==> src/hdl/fgr_pkg.sv <==
package fgr_pkg;

  // Clock and documented timing figures
  localparam int CLK_PS           = 5000;
  localparam int REFI_BASE_NS_DEF = 7800;
  localparam int RFC1_NS_DEF      = 350;
  localparam int RFC2_NS_DEF      = 260;
  localparam int RFC4_NS_DEF      = 160;

  // Refresh mode field and temperature refresh bit of refresh_config_register
  localparam int       MODE_LSB      = 6;
  localparam int       MODE_MSB      = 8;
  localparam int       TEMP_REF_BIT  = 3;
  localparam logic [2:0] MODE_FIX1   = 3'h0;
  localparam logic [2:0] MODE_FIX2   = 3'h1;
  localparam logic [2:0] MODE_FIX4   = 3'h2;
  localparam logic [2:0] MODE_DYN12  = 3'h5;
  localparam logic [2:0] MODE_DYN14  = 3'h6;
  localparam logic [2:0] MODE_RESET  = 3'h0;

  // Refresh rates
  localparam logic [1:0] RATE_1X = 2'h0;
  localparam logic [1:0] RATE_2X = 2'h1;
  localparam logic [1:0] RATE_4X = 2'h2;

  // Register byte offsets
  localparam logic [3:0] OFS_CFG      = 4'h0;
  localparam logic [3:0] OFS_STATUS   = 4'h4;
  localparam logic [3:0] OFS_FLAGS    = 4'h8;
  localparam logic [3:0] OFS_INTERVAL = 4'hC;

  // Status fields
  localparam int ST_RATE_LSB = 0;
  localparam int ST_BUSY_BIT = 2;
  localparam int ST_CNT_LSB  = 3;

  // Sticky flag bits, write one to clear
  localparam int FLAGS_W      = 5;
  localparam int FL_RSV_CODE  = 0;
  localparam int FL_PAR_MODE  = 1;
  localparam int FL_PAR_1X    = 2;
  localparam int FL_CMD_BUSY  = 3;
  localparam int FL_TEMP_MODE = 4;

  // AXI responses
  localparam logic [1:0] RESP_OKAY   = 2'h0;
  localparam logic [1:0] RESP_SLVERR = 2'h2;

  typedef struct packed {
    logic cs_n;
    logic act_n;
    logic ras_n;
    logic cas_n;
    logic we_n;
    logic bg0;
  } ddr_cmd_s;

endpackage

==> src/hdl/refresh_timer.sv <==
`timescale 1ns/1ps
module refresh_timer
  import fgr_pkg::*;
#(
  parameter int W = 8
) (
  input  wire logic         aclk,
  input  wire logic         aresetn,
  input  wire logic         ce,
  input  wire logic         load,
  input  wire logic [W-1:0] load_val,
  output logic      [W-1:0] count
);

  logic [W-1:0] count_q;
  logic [W-1:0] count_d;

  always_comb begin
    count_d = count_q;
    if (load) begin
      count_d = load_val;
    end else if (count_q != '0) begin
      count_d = count_q - W'(1);
    end
  end

  always_ff @(posedge aclk) begin
    if (!aresetn) begin
      count_q <= '0;
    end else if (ce) begin
      count_q <= count_d;
    end
  end

  assign count = count_q;

endmodule

==> src/hdl/fine_refresh.sv <==
// Local design decisions: the address map and the AXI4-Lite slave port.
`timescale 1ns/1ps
module fine_refresh
  import fgr_pkg::*;
#(
  parameter int REFI_BASE_NS = REFI_BASE_NS_DEF,
  parameter int RFC1_NS      = RFC1_NS_DEF,
  parameter int RFC2_NS      = RFC2_NS_DEF,
  parameter int RFC4_NS      = RFC4_NS_DEF,
  parameter int ADDR_W       = 4,
  parameter int CNT_W        = 8
) (
  input  wire logic              aclk,
  input  wire logic              aresetn,
  input  wire logic              ce,
  input  wire ddr_cmd_s          cmd,
  input  wire logic [ADDR_W-1:0] awaddr,
  input  wire logic              awvalid,
  output logic                   awready,
  input  wire logic [31:0]       wdata,
  input  wire logic [3:0]        wstrb,
  input  wire logic              wvalid,
  output logic                   wready,
  output logic [1:0]             bresp,
  output logic                   bvalid,
  input  wire logic              bready,
  input  wire logic [ADDR_W-1:0] araddr,
  input  wire logic              arvalid,
  output logic                   arready,
  output logic [31:0]            rdata,
  output logic [1:0]             rresp,
  output logic                   rvalid,
  input  wire logic              rready,
  output logic                   refresh_busy,
  output logic [1:0]             refresh_rate,
  output logic [15:0]            avg_refresh_interval
);

  localparam int RFC1_CYC  = (RFC1_NS * 1000 + CLK_PS - 1) / CLK_PS;
  localparam int RFC2_CYC  = (RFC2_NS * 1000 + CLK_PS - 1) / CLK_PS;
  localparam int RFC4_CYC  = (RFC4_NS * 1000 + CLK_PS - 1) / CLK_PS;
  localparam int REFI1_CYC = (REFI_BASE_NS * 1000) / CLK_PS;
  localparam int REFI2_CYC = (REFI_BASE_NS * 1000) / (2 * CLK_PS);
  localparam int REFI4_CYC = (REFI_BASE_NS * 1000) / (4 * CLK_PS);

  typedef enum logic [1:0] {
    ST_IDLE = 2'h1,
    ST_BUSY = 2'h2
  } ref_state_e;

  function automatic logic reserved(input logic [2:0] m);
    return !(m == MODE_FIX1 || m == MODE_FIX2 || m == MODE_FIX4 ||
             m == MODE_DYN12 || m == MODE_DYN14);
  endfunction

  function automatic logic [1:0] mode_rate(input logic [2:0] m);
    case (m)
      MODE_FIX2, MODE_DYN12: mode_rate = RATE_2X;
      MODE_FIX4, MODE_DYN14: mode_rate = RATE_4X;
      default:               mode_rate = RATE_1X;
    endcase
  endfunction

  function automatic logic [1:0] cmd_rate(input logic [2:0] m, input logic bg0);
    if (m[2]) begin
      cmd_rate = bg0 ? mode_rate(m) : RATE_1X;
    end else begin
      cmd_rate = mode_rate(m);
    end
  endfunction

  function automatic logic parity_ok(input logic [1:0] r, input logic [1:0] c);
    case (r)
      RATE_2X: parity_ok = !c[0];
      RATE_4X: parity_ok = (c == 2'h0);
      default: parity_ok = 1'b1;
    endcase
  endfunction

  function automatic logic [CNT_W-1:0] rfc_of(input logic [1:0] r);
    case (r)
      RATE_2X: rfc_of = CNT_W'(RFC2_CYC);
      RATE_4X: rfc_of = CNT_W'(RFC4_CYC);
      default: rfc_of = CNT_W'(RFC1_CYC);
    endcase
  endfunction

  function automatic logic [15:0] refi_of(input logic [1:0] r);
    case (r)
      RATE_2X: refi_of = 16'(REFI2_CYC);
      RATE_4X: refi_of = 16'(REFI4_CYC);
      default: refi_of = 16'(REFI1_CYC);
    endcase
  endfunction

  function automatic logic mapped(input logic [ADDR_W-1:0] a);
    return a == ADDR_W'(OFS_CFG) || a == ADDR_W'(OFS_STATUS) ||
           a == ADDR_W'(OFS_FLAGS) || a == ADDR_W'(OFS_INTERVAL);
  endfunction

  ref_state_e          state_q, state_d;
  logic [2:0]          mode_q, mode_d;
  logic                temp_ref_q, temp_ref_d;
  logic [1:0]          rate_q, rate_d;
  logic [1:0]          cnt_q, cnt_d;
  logic [15:0]         refi_q, refi_d;
  logic [FLAGS_W-1:0]  flags_q, flags_d;
  logic                busy_q, busy_d;
  logic                aw_have_q, aw_have_d, w_have_q, w_have_d;
  logic [ADDR_W-1:0]   waddr_q, waddr_d;
  logic [31:0]         wdat_q, wdat_d;
  logic [3:0]          wstb_q, wstb_d;
  logic                awready_q, awready_d, wready_q, wready_d;
  logic                bvalid_q, bvalid_d, arready_q, arready_d, rvalid_q, rvalid_d;
  logic [1:0]          bresp_q, bresp_d, rresp_q, rresp_d;
  logic [31:0]         rdata_q, rdata_d;
  logic                is_ref, accept, do_write, tmr_load;
  logic [CNT_W-1:0]    tmr_val, tmr_count;
  logic [31:0]         cfg_word, stat_word, wmerge;
  logic [FLAGS_W-1:0]  set_v, clr_v;
  logic [2:0]          new_mode;
  logic [1:0]          r;

  refresh_timer #(.W(CNT_W)) u_timer (
    .aclk     (aclk),
    .aresetn  (aresetn),
    .ce       (ce),
    .load     (tmr_load),
    .load_val (tmr_val),
    .count    (tmr_count)
  );

  assign is_ref   = !cmd.cs_n && cmd.act_n && !cmd.ras_n && !cmd.cas_n && cmd.we_n;
  assign accept   = is_ref && (state_q == ST_IDLE);
  assign do_write = aw_have_q && w_have_q && !bvalid_q;
  assign cfg_word = {23'h0, mode_q, 2'h0, temp_ref_q, 3'h0};
  assign stat_word = {27'h0, cnt_q, busy_q, rate_q};

  always_comb begin
    state_d  = state_q;
    mode_d   = mode_q;
    temp_ref_d = temp_ref_q;
    rate_d   = rate_q;
    cnt_d    = cnt_q;
    refi_d   = refi_q;
    set_v    = '0;
    clr_v    = '0;
    tmr_load = 1'b0;
    tmr_val  = '0;
    r        = cmd_rate(mode_q, cmd.bg0);
    new_mode = mode_q;
    for (int i = 0; i < 32; i++) begin
      wmerge[i] = wstb_q[i/8] ? wdat_q[i] : cfg_word[i];
    end
    if (do_write && waddr_q == ADDR_W'(OFS_CFG)) begin
      new_mode = wmerge[MODE_MSB:MODE_LSB];
      temp_ref_d = wmerge[TEMP_REF_BIT];
      if (reserved(new_mode)) begin
        set_v[FL_RSV_CODE] = 1'b1;
      end else begin
        mode_d = new_mode;
        if (wmerge[TEMP_REF_BIT] && new_mode != MODE_FIX1) begin
          set_v[FL_TEMP_MODE] = 1'b1;
        end
        if (mode_rate(new_mode) != mode_rate(mode_q)) begin
          if (!parity_ok(mode_rate(mode_q), cnt_q)) begin
            set_v[FL_PAR_MODE] = 1'b1;
          end
          cnt_d  = 2'h0;
          refi_d = refi_of(mode_rate(new_mode));
        end
      end
    end
    if (do_write && waddr_q == ADDR_W'(OFS_FLAGS) && wstb_q[0]) begin
      clr_v = wdat_q[FLAGS_W-1:0];
    end
    if (!cmd.cs_n && state_q == ST_BUSY) begin
      set_v[FL_CMD_BUSY] = 1'b1;
    end
    case (state_q)
      ST_IDLE: begin
        if (accept) begin
          state_d  = ST_BUSY;
          rate_d   = r;
          refi_d   = refi_of(r);
          tmr_load = 1'b1;
          tmr_val  = rfc_of(r);
          if (r == RATE_1X) begin
            if (mode_q[2] && !parity_ok(mode_rate(mode_q), cnt_q)) begin
              set_v[FL_PAR_1X] = 1'b1;
            end
            cnt_d = 2'h0;
          end else begin
            cnt_d = cnt_q + 2'h1;
          end
        end
      end
      ST_BUSY: begin
        if (tmr_count == CNT_W'(1)) begin
          state_d = ST_IDLE;
        end
      end
      default: state_d = ST_IDLE;
    endcase
    busy_d  = (state_d == ST_BUSY);
    flags_d = (flags_q & ~clr_v) | set_v;
  end

  always_comb begin
    aw_have_d = aw_have_q;
    w_have_d  = w_have_q;
    waddr_d   = waddr_q;
    wdat_d    = wdat_q;
    wstb_d    = wstb_q;
    bvalid_d  = bvalid_q;
    bresp_d   = bresp_q;
    rvalid_d  = rvalid_q;
    rresp_d   = rresp_q;
    rdata_d   = rdata_q;
    if (bvalid_q && bready) begin
      bvalid_d = 1'b0;
    end
    if (do_write) begin
      bvalid_d  = 1'b1;
      bresp_d   = mapped(waddr_q) ? RESP_OKAY : RESP_SLVERR;
      aw_have_d = 1'b0;
      w_have_d  = 1'b0;
    end
    if (awvalid && awready_q) begin
      aw_have_d = 1'b1;
      waddr_d   = awaddr;
    end
    if (wvalid && wready_q) begin
      w_have_d = 1'b1;
      wdat_d   = wdata;
      wstb_d   = wstrb;
    end
    if (rvalid_q && rready) begin
      rvalid_d  = 1'b0;
    end
    if (arvalid && arready_q) begin
      rvalid_d  = 1'b1;
      rresp_d   = mapped(araddr) ? RESP_OKAY : RESP_SLVERR;
      case (araddr)
        ADDR_W'(OFS_CFG):      rdata_d = cfg_word;
        ADDR_W'(OFS_STATUS):   rdata_d = stat_word;
        ADDR_W'(OFS_FLAGS):    rdata_d = {{(32 - FLAGS_W){1'b0}}, flags_q};
        ADDR_W'(OFS_INTERVAL): rdata_d = {16'h0, refi_q};
        default:               rdata_d = 32'h0;
      endcase
    end
    awready_d = !aw_have_d;
    wready_d  = !w_have_d;
    arready_d = !rvalid_d;
  end

  always_ff @(posedge aclk) begin
    if (!aresetn) begin
      state_q   <= ST_IDLE;
      mode_q    <= MODE_RESET;
      temp_ref_q <= 1'b0;
      rate_q    <= RATE_1X;
      cnt_q     <= 2'h0;
      refi_q    <= 16'(REFI1_CYC);
      flags_q   <= '0;
      busy_q    <= 1'b0;
      aw_have_q <= 1'b0;
      w_have_q  <= 1'b0;
      waddr_q   <= '0;
      wdat_q    <= 32'h0;
      wstb_q    <= 4'h0;
      awready_q <= 1'b0;
      wready_q  <= 1'b0;
      bvalid_q  <= 1'b0;
      bresp_q   <= RESP_OKAY;
      arready_q <= 1'b0;
      rvalid_q  <= 1'b0;
      rresp_q   <= RESP_OKAY;
      rdata_q   <= 32'h0;
    end else if (ce) begin
      state_q   <= state_d;
      mode_q    <= mode_d;
      temp_ref_q <= temp_ref_d;
      rate_q    <= rate_d;
      cnt_q     <= cnt_d;
      refi_q    <= refi_d;
      flags_q   <= flags_d;
      busy_q    <= busy_d;
      aw_have_q <= aw_have_d;
      w_have_q  <= w_have_d;
      waddr_q   <= waddr_d;
      wdat_q    <= wdat_d;
      wstb_q    <= wstb_d;
      awready_q <= awready_d;
      wready_q  <= wready_d;
      bvalid_q  <= bvalid_d;
      bresp_q   <= bresp_d;
      arready_q <= arready_d;
      rvalid_q  <= rvalid_d;
      rresp_q   <= rresp_d;
      rdata_q   <= rdata_d;
    end
  end

  assign awready              = awready_q;
  assign wready               = wready_q;
  assign bvalid               = bvalid_q;
  assign bresp                = bresp_q;
  assign arready              = arready_q;
  assign rvalid               = rvalid_q;
  assign rresp                = rresp_q;
  assign rdata                = rdata_q;
  assign refresh_busy         = busy_q;
  assign refresh_rate         = rate_q;
  assign avg_refresh_interval = refi_q;
endmodule

==> config.mk <==
export PLATFORM = sky130hd
export DESIGN_NAME = fine_refresh
export DESIGN_NICKNAME = d
export VERILOG_FILES = /design/src/hdl/fgr_pkg.sv /design/src/hdl/refresh_timer.sv /design/src/hdl/fine_refresh.sv
export SDC_FILE = /design/constraint.sdc
export NUM_CORES = 1
export LEC_CHECK = 0
export ABC_CLOCK_PERIOD_IN_PS = 3600
export BUFFER_PORTS_ARGS = -buffer_cell sky130_fd_sc_hd__buf_2
export CAP_MARGIN = 20
export CORE_ASPECT_RATIO = 0.9
export CORE_MARGIN = 5
export CORE_UTILIZATION = 52
export DETAILED_ROUTE_END_ITERATION = 8
export PLACE_DENSITY = 0.8
export SYNTH_ARGS = -nofsm -noshare
export SYNTH_HDL_FRONTEND = slang
export SYNTH_HIERARCHICAL = 1
export SYNTH_SLANG_ARGS = --single-unit
==> constraint.sdc <==
create_clock -name aclk -period 3.6 [get_ports aclk]
set_clock_uncertainty 0.2 [all_clocks]
set_input_delay 0.72 -clock aclk [delete_from_list [all_inputs] [get_ports aclk]]
set_output_delay 0.72 -clock aclk [all_outputs]
set_load 0.02 [all_outputs]
Yosys cells after proc, flatten, opt, wreduce, memory -nomap -nowiden
Index checks and enable logic that the tools add are counted.

word-level totals
  output and inout port bits = 60
  register bits after elaboration = 98
  input port bits = 58

cells by class
  $add $sub $neg = 2
  equal/unequal tests = 27
  reductions and logical operators = 59
  mux-type cells = 77
  bitwise logic cells = 3

operators by type and width
  operator               number
  $mux W16               5
  $pmux W16 S4           1
  $mux W2                26
  $pmux W11 S2           2
  $mux W1                32
  $logic_and A1 B1 Y1    18
  $eq A4 B4 Y1 const B   4
  $mux W8                2
  $mux W7                2
  $pmux W7 S2            1
  $reduce_and A2 Y1      7
  $eq A2 B2 Y1 const B   6
  $eq A3 B3 Y1 const B   4
  $pmux W2 S2            3
  $eq A2 B1 Y1 const B   5
  $logic_or A1 B1 Y1     10
  $logic_not A1 Y1       9
  $eq A4 B3 Y1 const B   2
  $eq A8 B1 Y1 const B   1
  $logic_not A4 Y1       2
  $reduce_bool A8 Y1     1
  $reduce_or A2 Y1       4
  $sub A8 B1 Y8 const B  1
  $eq A3 B1 Y1 const B   2
  other kinds (13)       18

Logic depth before layout (Yosys ltp)
  depth in word-level cells = 22
  mapped depth = 12

Cells and area by module
Netlist, hierarchy kept.

by module, submodules not included
  module         seq. area each (sq um)  times used  area each (sq um)  cells each
  fine_refresh   1421.4                  1           3592.2             395
  refresh_timer  160.2                   1           533.0              66

Worst setup path after synthesis
No wires, ideal clock.

  path type = in2reg
  from = in cmd[2] (netlist bit)
  to = reg u_timer.count_q[4], in the netlist u_timer/count[4]
  setup time = 0.116 ns
  setup slack = 0.860 ns
  data required time = 3.284 ns
  cell stages on the path = 9
  arrival = 2.423 ns
  path through = nand4bb_1 or3b_1 buf_2 inv_2 buf_2 clkbuf_1 buf_2 o21ai_0 a31o_2

between the ends
  word-level cells in the longest chain between the ends = 8
  elaborated cells on any way between the ends = 11

RTL lines
  item                                 line                 text
  start: declaration                   fine_refresh.sv:16   input wire ddr_cmd_s cmd,
  $logic_not A1 Y1 *                   fine_refresh.sv:133  assign is_ref = !cmd.cs_n && cmd.act_n && !cmd.ras_n && !cmd.cas_n && cmd.we_n;
  $logic_and A1 B1 Y1 * (2 in a row)   fine_refresh.sv:133
  $logic_and A1 B1 Y1 *                fine_refresh.sv:134  assign accept = is_ref && (state_q == ST_IDLE);
  $mux W1 *                            fine_refresh.sv:182  if (accept) begin
  $mux W1 *                            fine_refresh.sv:180  case (state_q)
  net tmr_load                         fine_refresh.sv:117  logic is_ref, accept, do_write, tmr_load;
  $reduce_bool A2 Y1 (no source line)  -
  $reduce_and A2 Y1 (no source line)   -
  end signal: assignment               refresh_timer.sv:31  count_q <= count_d;
  end: declaration                     refresh_timer.sv:15  logic [W-1:0] count_q;

The timed path passes the listed nets; every way through them passes the cells marked *.
A chain may end at the register's enable or synchronous reset.

Worst setup path in the final report
  from = reg mode_q[1]
  to = reg u_timer.count_q[5], in the netlist u_timer/count[5]

between the ends
  word-level cells in the longest chain between the ends = 10
  elaborated cells on any way between the ends = 15

RTL lines
  item                                          line                 text
  start: declaration                            fine_refresh.sv:102  logic [2:0] mode_q, mode_d;
  start signal: assignment                      fine_refresh.sv:282  mode_q <= mode_d;
  $eq A3 B2 Y1 (tied with other cells)          fine_refresh.sv:57   case (m)
  $reduce_or A2 Y1                              fine_refresh.sv:57
  $pmux W2 S2 *                                 fine_refresh.sv:57
  $mux W2                                       fine_refresh.sv:66   cmd_rate = bg0 ? mode_rate(m) : RATE_1X;
  $mux W2 *                                     fine_refresh.sv:65   if (m[2]) begin
  net r[1]                                      fine_refresh.sv:122  logic [1:0] r;
  $eq A2 B2 Y1 or $eq A2 B1 Y1 (tied branches)  fine_refresh.sv:81   case (r)
  $pmux W7 S2 *                                 fine_refresh.sv:81
  $mux W7 *                                     fine_refresh.sv:182
  $mux W7 *                                     fine_refresh.sv:180
  net tmr_val[5]                                fine_refresh.sv:118  logic [CNT_W-1:0] tmr_val, tmr_count;
  $mux W8 *                                     refresh_timer.sv:20  if (load) begin

Marked as above.

==> results.sh <==
export IMPL_cts_tree="yes"
export IMPL_worstHoldStart="wdat_q[4]"
export IMPL_io_pins=118
export IMPL_dr_pass1_iters=4
export IMPL_place_congestion=0.865
export IMPL_rows=30
export IMPL_hold_path_depth=2
export IMPL_place_hpwl_mm=7.17
export IMPL_overflow=0
export IMPL_via_count=3504
export IMPL_fmax_ghz=0.351
export IMPL_grt_max_degree=46
export IMPL_ys_flop_type="dfxtp_1"
export IMPL_filler_cell_count=679
export IMPL_timing_rr_end="u_timer/count[5]"
export IMPL_slew_headroom_pct=53.5
export IMPL_status="complete, no violations"
export IMPL_viasPerCell=5.56
export IMPL_p_sw_w=0.000652
export IMPL_pwr_share_comb_pct=21.0
export IMPL_grt_pass1_wl_mm=15.7
export IMPL_p_int_w=0.00145
export IMPL_hold_buffers=0
export IMPL_fp_dieH_um=94.5
export IMPL_r2r_start="mode_q[1]"
export IMPL_worst_pin_slew_ns=0.698
export IMPL_powerDensity_nw_per_um2=448
export IMPL_drt_iter0_markers=253
export IMPL_rsz0062_at_grt="no"
export IMPL_synthArstFlopShare_pct=0
export IMPL_setup_viol=0
export IMPL_area_growth_pct=13.6
export IMPL_clk_path_buf_depth=2
export IMPL_setup_tns_final_ns=0
export IMPL_routed_wl_mm=9.47
export IMPL_clockRootBuffer="clkbuf_8"
export IMPL_ant_nets=0
export IMPL_swShare_pct=31.1
export IMPL_end_kind="flip-flop"
export IMPL_path_max_fanout=8
export IMPL_arrival_ns=2.92
export IMPL_clockPowerShare_pct=32.6
export IMPL_r2r_cells=11
export IMPL_syn_area_um2=4130
export IMPL_drive_gt1_share_pct=23.2
export IMPL_critPathLaunchType="flip-flop"
export IMPL_numCtsBuffers=9
export IMPL_die_w_um=104
export IMPL_power_leakage_nw=1.98
export IMPL_irDropWorstVdd_uv=265
export IMPL_maxCapViolations=0
export IMPL_grt_pass1_vias=3257
export IMPL_ys_seq_area_share_pct=38.3
export IMPL_final_nets=600
export IMPL_initial_core_util_pct=54.1
export IMPL_clk_latency_ns=0.36
export IMPL_ctsResizeCount=0
export IMPL_worstPathRequired_ns=3.67
export IMPL_drc=0
export IMPL_reg2reg_slack_ns=0.75
export IMPL_syn_inst=461
export IMPL_cts_sinks=79
export IMPL_holdPathEnd="wdat_q[4]"
export IMPL_die_area_um2=9820
export IMPL_htree_levels=3
export IMPL_crit_type="flip-flop to flip-flop"
export IMPL_n_antenna_cell=0
export IMPL_wl_per_cell_um=15.0
export IMPL_finalHoldViolCount=0
export IMPL_multi_input_area_um2=2320
export IMPL_synth_edff_count=0
export IMPL_fin_crit_sh_pct=79.2
export IMPL_crit_slowest_cell="dfxtp_1"
export IMPL_synth_seq_cells=79
export IMPL_final_min_clock_period_ns=2.85
export IMPL_core_um2=7620
export IMPL_synthDistinctLibCells=73
export IMPL_slowest_delay_ns=0.50
export IMPL_ys_warn_count=6
export IMPL_final_seq_area_um2=1580
export IMPL_finalMaxSlewViolations=0
export IMPL_grt_antenna_before_repair=0
export IMPL_path_delay_family="simple AND/OR/NAND/NOR gates"
export IMPL_grtUsageTotal_pct=19.3
export IMPL_cts_setup_buffers=0
export IMPL_clk_pin_slew_ns=0.09
export IMPL_worstPathCellList="nor2b_4 -> inv_1 -> ha_1 -> nor3_1 -> inv_1 -> ha_1 -> nor2_1 -> nand2_1 -> o31ai_1 -> and3_2 -> a31o_1"
export IMPL_port_buffers=73
export IMPL_power_total_w=0.00210
export IMPL_hp_class="flip-flop to flip-flop"
export IMPL_avgSynthCellArea_um2=8.95
export IMPL_pwr_share_seq_pct=46.4
export IMPL_critPathBufInv=2
-- cells by family after synthesis --
logic type	Yosys count	share of synthesized area, %
other	1	0.0909
AO/OA/AOI/OAI	112	20.7
buffers and inverters	58	7.34
multiplexers	18	4.94
flip-flops	79	38.3
adder cells (fa/ha/maj)	13	3.94
AND/OR/NAND/NOR	180	24.6
-- worst max path at each step --
stage               depth (start not counted)      start               end
global route                               11  mode_q[1]  u_timer/count[5]
finish                                     11  mode_q[1]  u_timer/count[5]
global placement                            8     cmd[2]  u_timer/count[4]
CTS                                        11  mode_q[1]  u_timer/count[5]
detailed placement                          8     cmd[2]  u_timer/count[4]
floorplan                                   9     cmd[2]  u_timer/count[4]
-- cells in the final DEF (no fill, tap or decap), drive strengths merged, types with 7 or more instances in the layout --
cell     n
o21ai   12
nand2   49
ha      13
nor2    13
a21oi   12
conb    21
inv     21
a22oi   20
nor2b   42
a22o     7
nand3   17
clkbuf   9
mux2i   11
buf     78
a21boi  20
nand2b   7
and2    12
dfxtp   79
-- synth_stat cells (3+ instances only) --
master     n  area share (%)
a21boi_0  15             2.7
a21boi_1   4            0.73
a21o_1     3            0.55
a21oi_1   11             1.3
a221oi_1   3            0.64
a22o_1     6             1.3
a22oi_1   20             3.6
a32oi_1    3            0.64
and2_1    12             1.8
buf_2      5            0.61
buf_4     19             3.5
clkbuf_1  16             1.5
dfxtp_1   79              38
ha_1      13             3.9
inv_1     15             1.4
mux2_2     5             1.4
mux2i_1   11             2.7
nand2_1   49             4.5
nand2b_1   7             1.1
nand3_1   17             2.1
nand3b_1   5            0.91
nand4_1    4            0.61
nor2_1    13             1.2
nor2b_1   41             6.2
nor3_1     5            0.61
nor4_1     3            0.46
o211ai_2   3            0.91
o21a_1     5            0.91
o21ai_0   11             1.3
o31ai_1    5            0.91
-- flip-flops by register name, indices dropped and copies added, names as in the netlist, 2 cells and up --
name                  count
avg_refresh_interval     16
rdata                    16
u_timer/count             8
wdat_q                    8
flags_q                   5
waddr_q                   4
mode_q                    3
cnt_q                     2
refresh_rate              2
state_q                   2
wstb_q                    2
-- power groups by stage --
stage	Sequential (W)	Combinational, W	Clock [W]
2_1_floorplan	0.000983	0.000372	0
3_3_place_gp	0.000990	0.000410	0
3_5_place_dp	0.000995	0.000433	0
4_1_cts	0.000974	0.000434	0.000696
5_1_grt	0.000983	0.000484	0.000724
6_report	0.000974	0.000440	0.000684
-- layout make-up --
type	count	share of cell area [%]
Clock inverter	7	1.66
Multi-Input combinational cell	344	49.4
Sequential cell	79	33.8
Clock buffer	9	2.64
Tap cell	96	2.56
Timing Repair Buffer	78	8.60
Inverter	17	1.36
-- per-stage QoR --
stage	util, %	instances	setup WS (ns)	instance area [um^2]	hold WS, ns
finish	61.5	630	0.749	4690	0.275
global route	61.5	630	0.574	4690	0.286
CTS	61.5	630	0.803	4690	0.277
detailed placement	58.9	614	0.555	4480	0.262
global placement	58.9	614	0.615	4480	0.259
floorplan	-	481	0.860	4200	0.241
-- metal layers --
layer | vias up | global-route usage (%) | share of wire, %
li1 | 1736 | - | -
met1 | 1643 | 25.3 | 46
met2 | 113 | 30.9 | 45
met3 | 12 | 5.54 | 7.2
met4 | 0 | 6.36 | 1.3
met5 | - | 0 | 0
-- tightest hold or removal path: stages, from the launching register on --
cell and delay (ns):
dfxtp_1 0.32, nand2_1 0.05, a21boi_0 0.07
No activity file was read; power rests on OpenSTA's default activity.
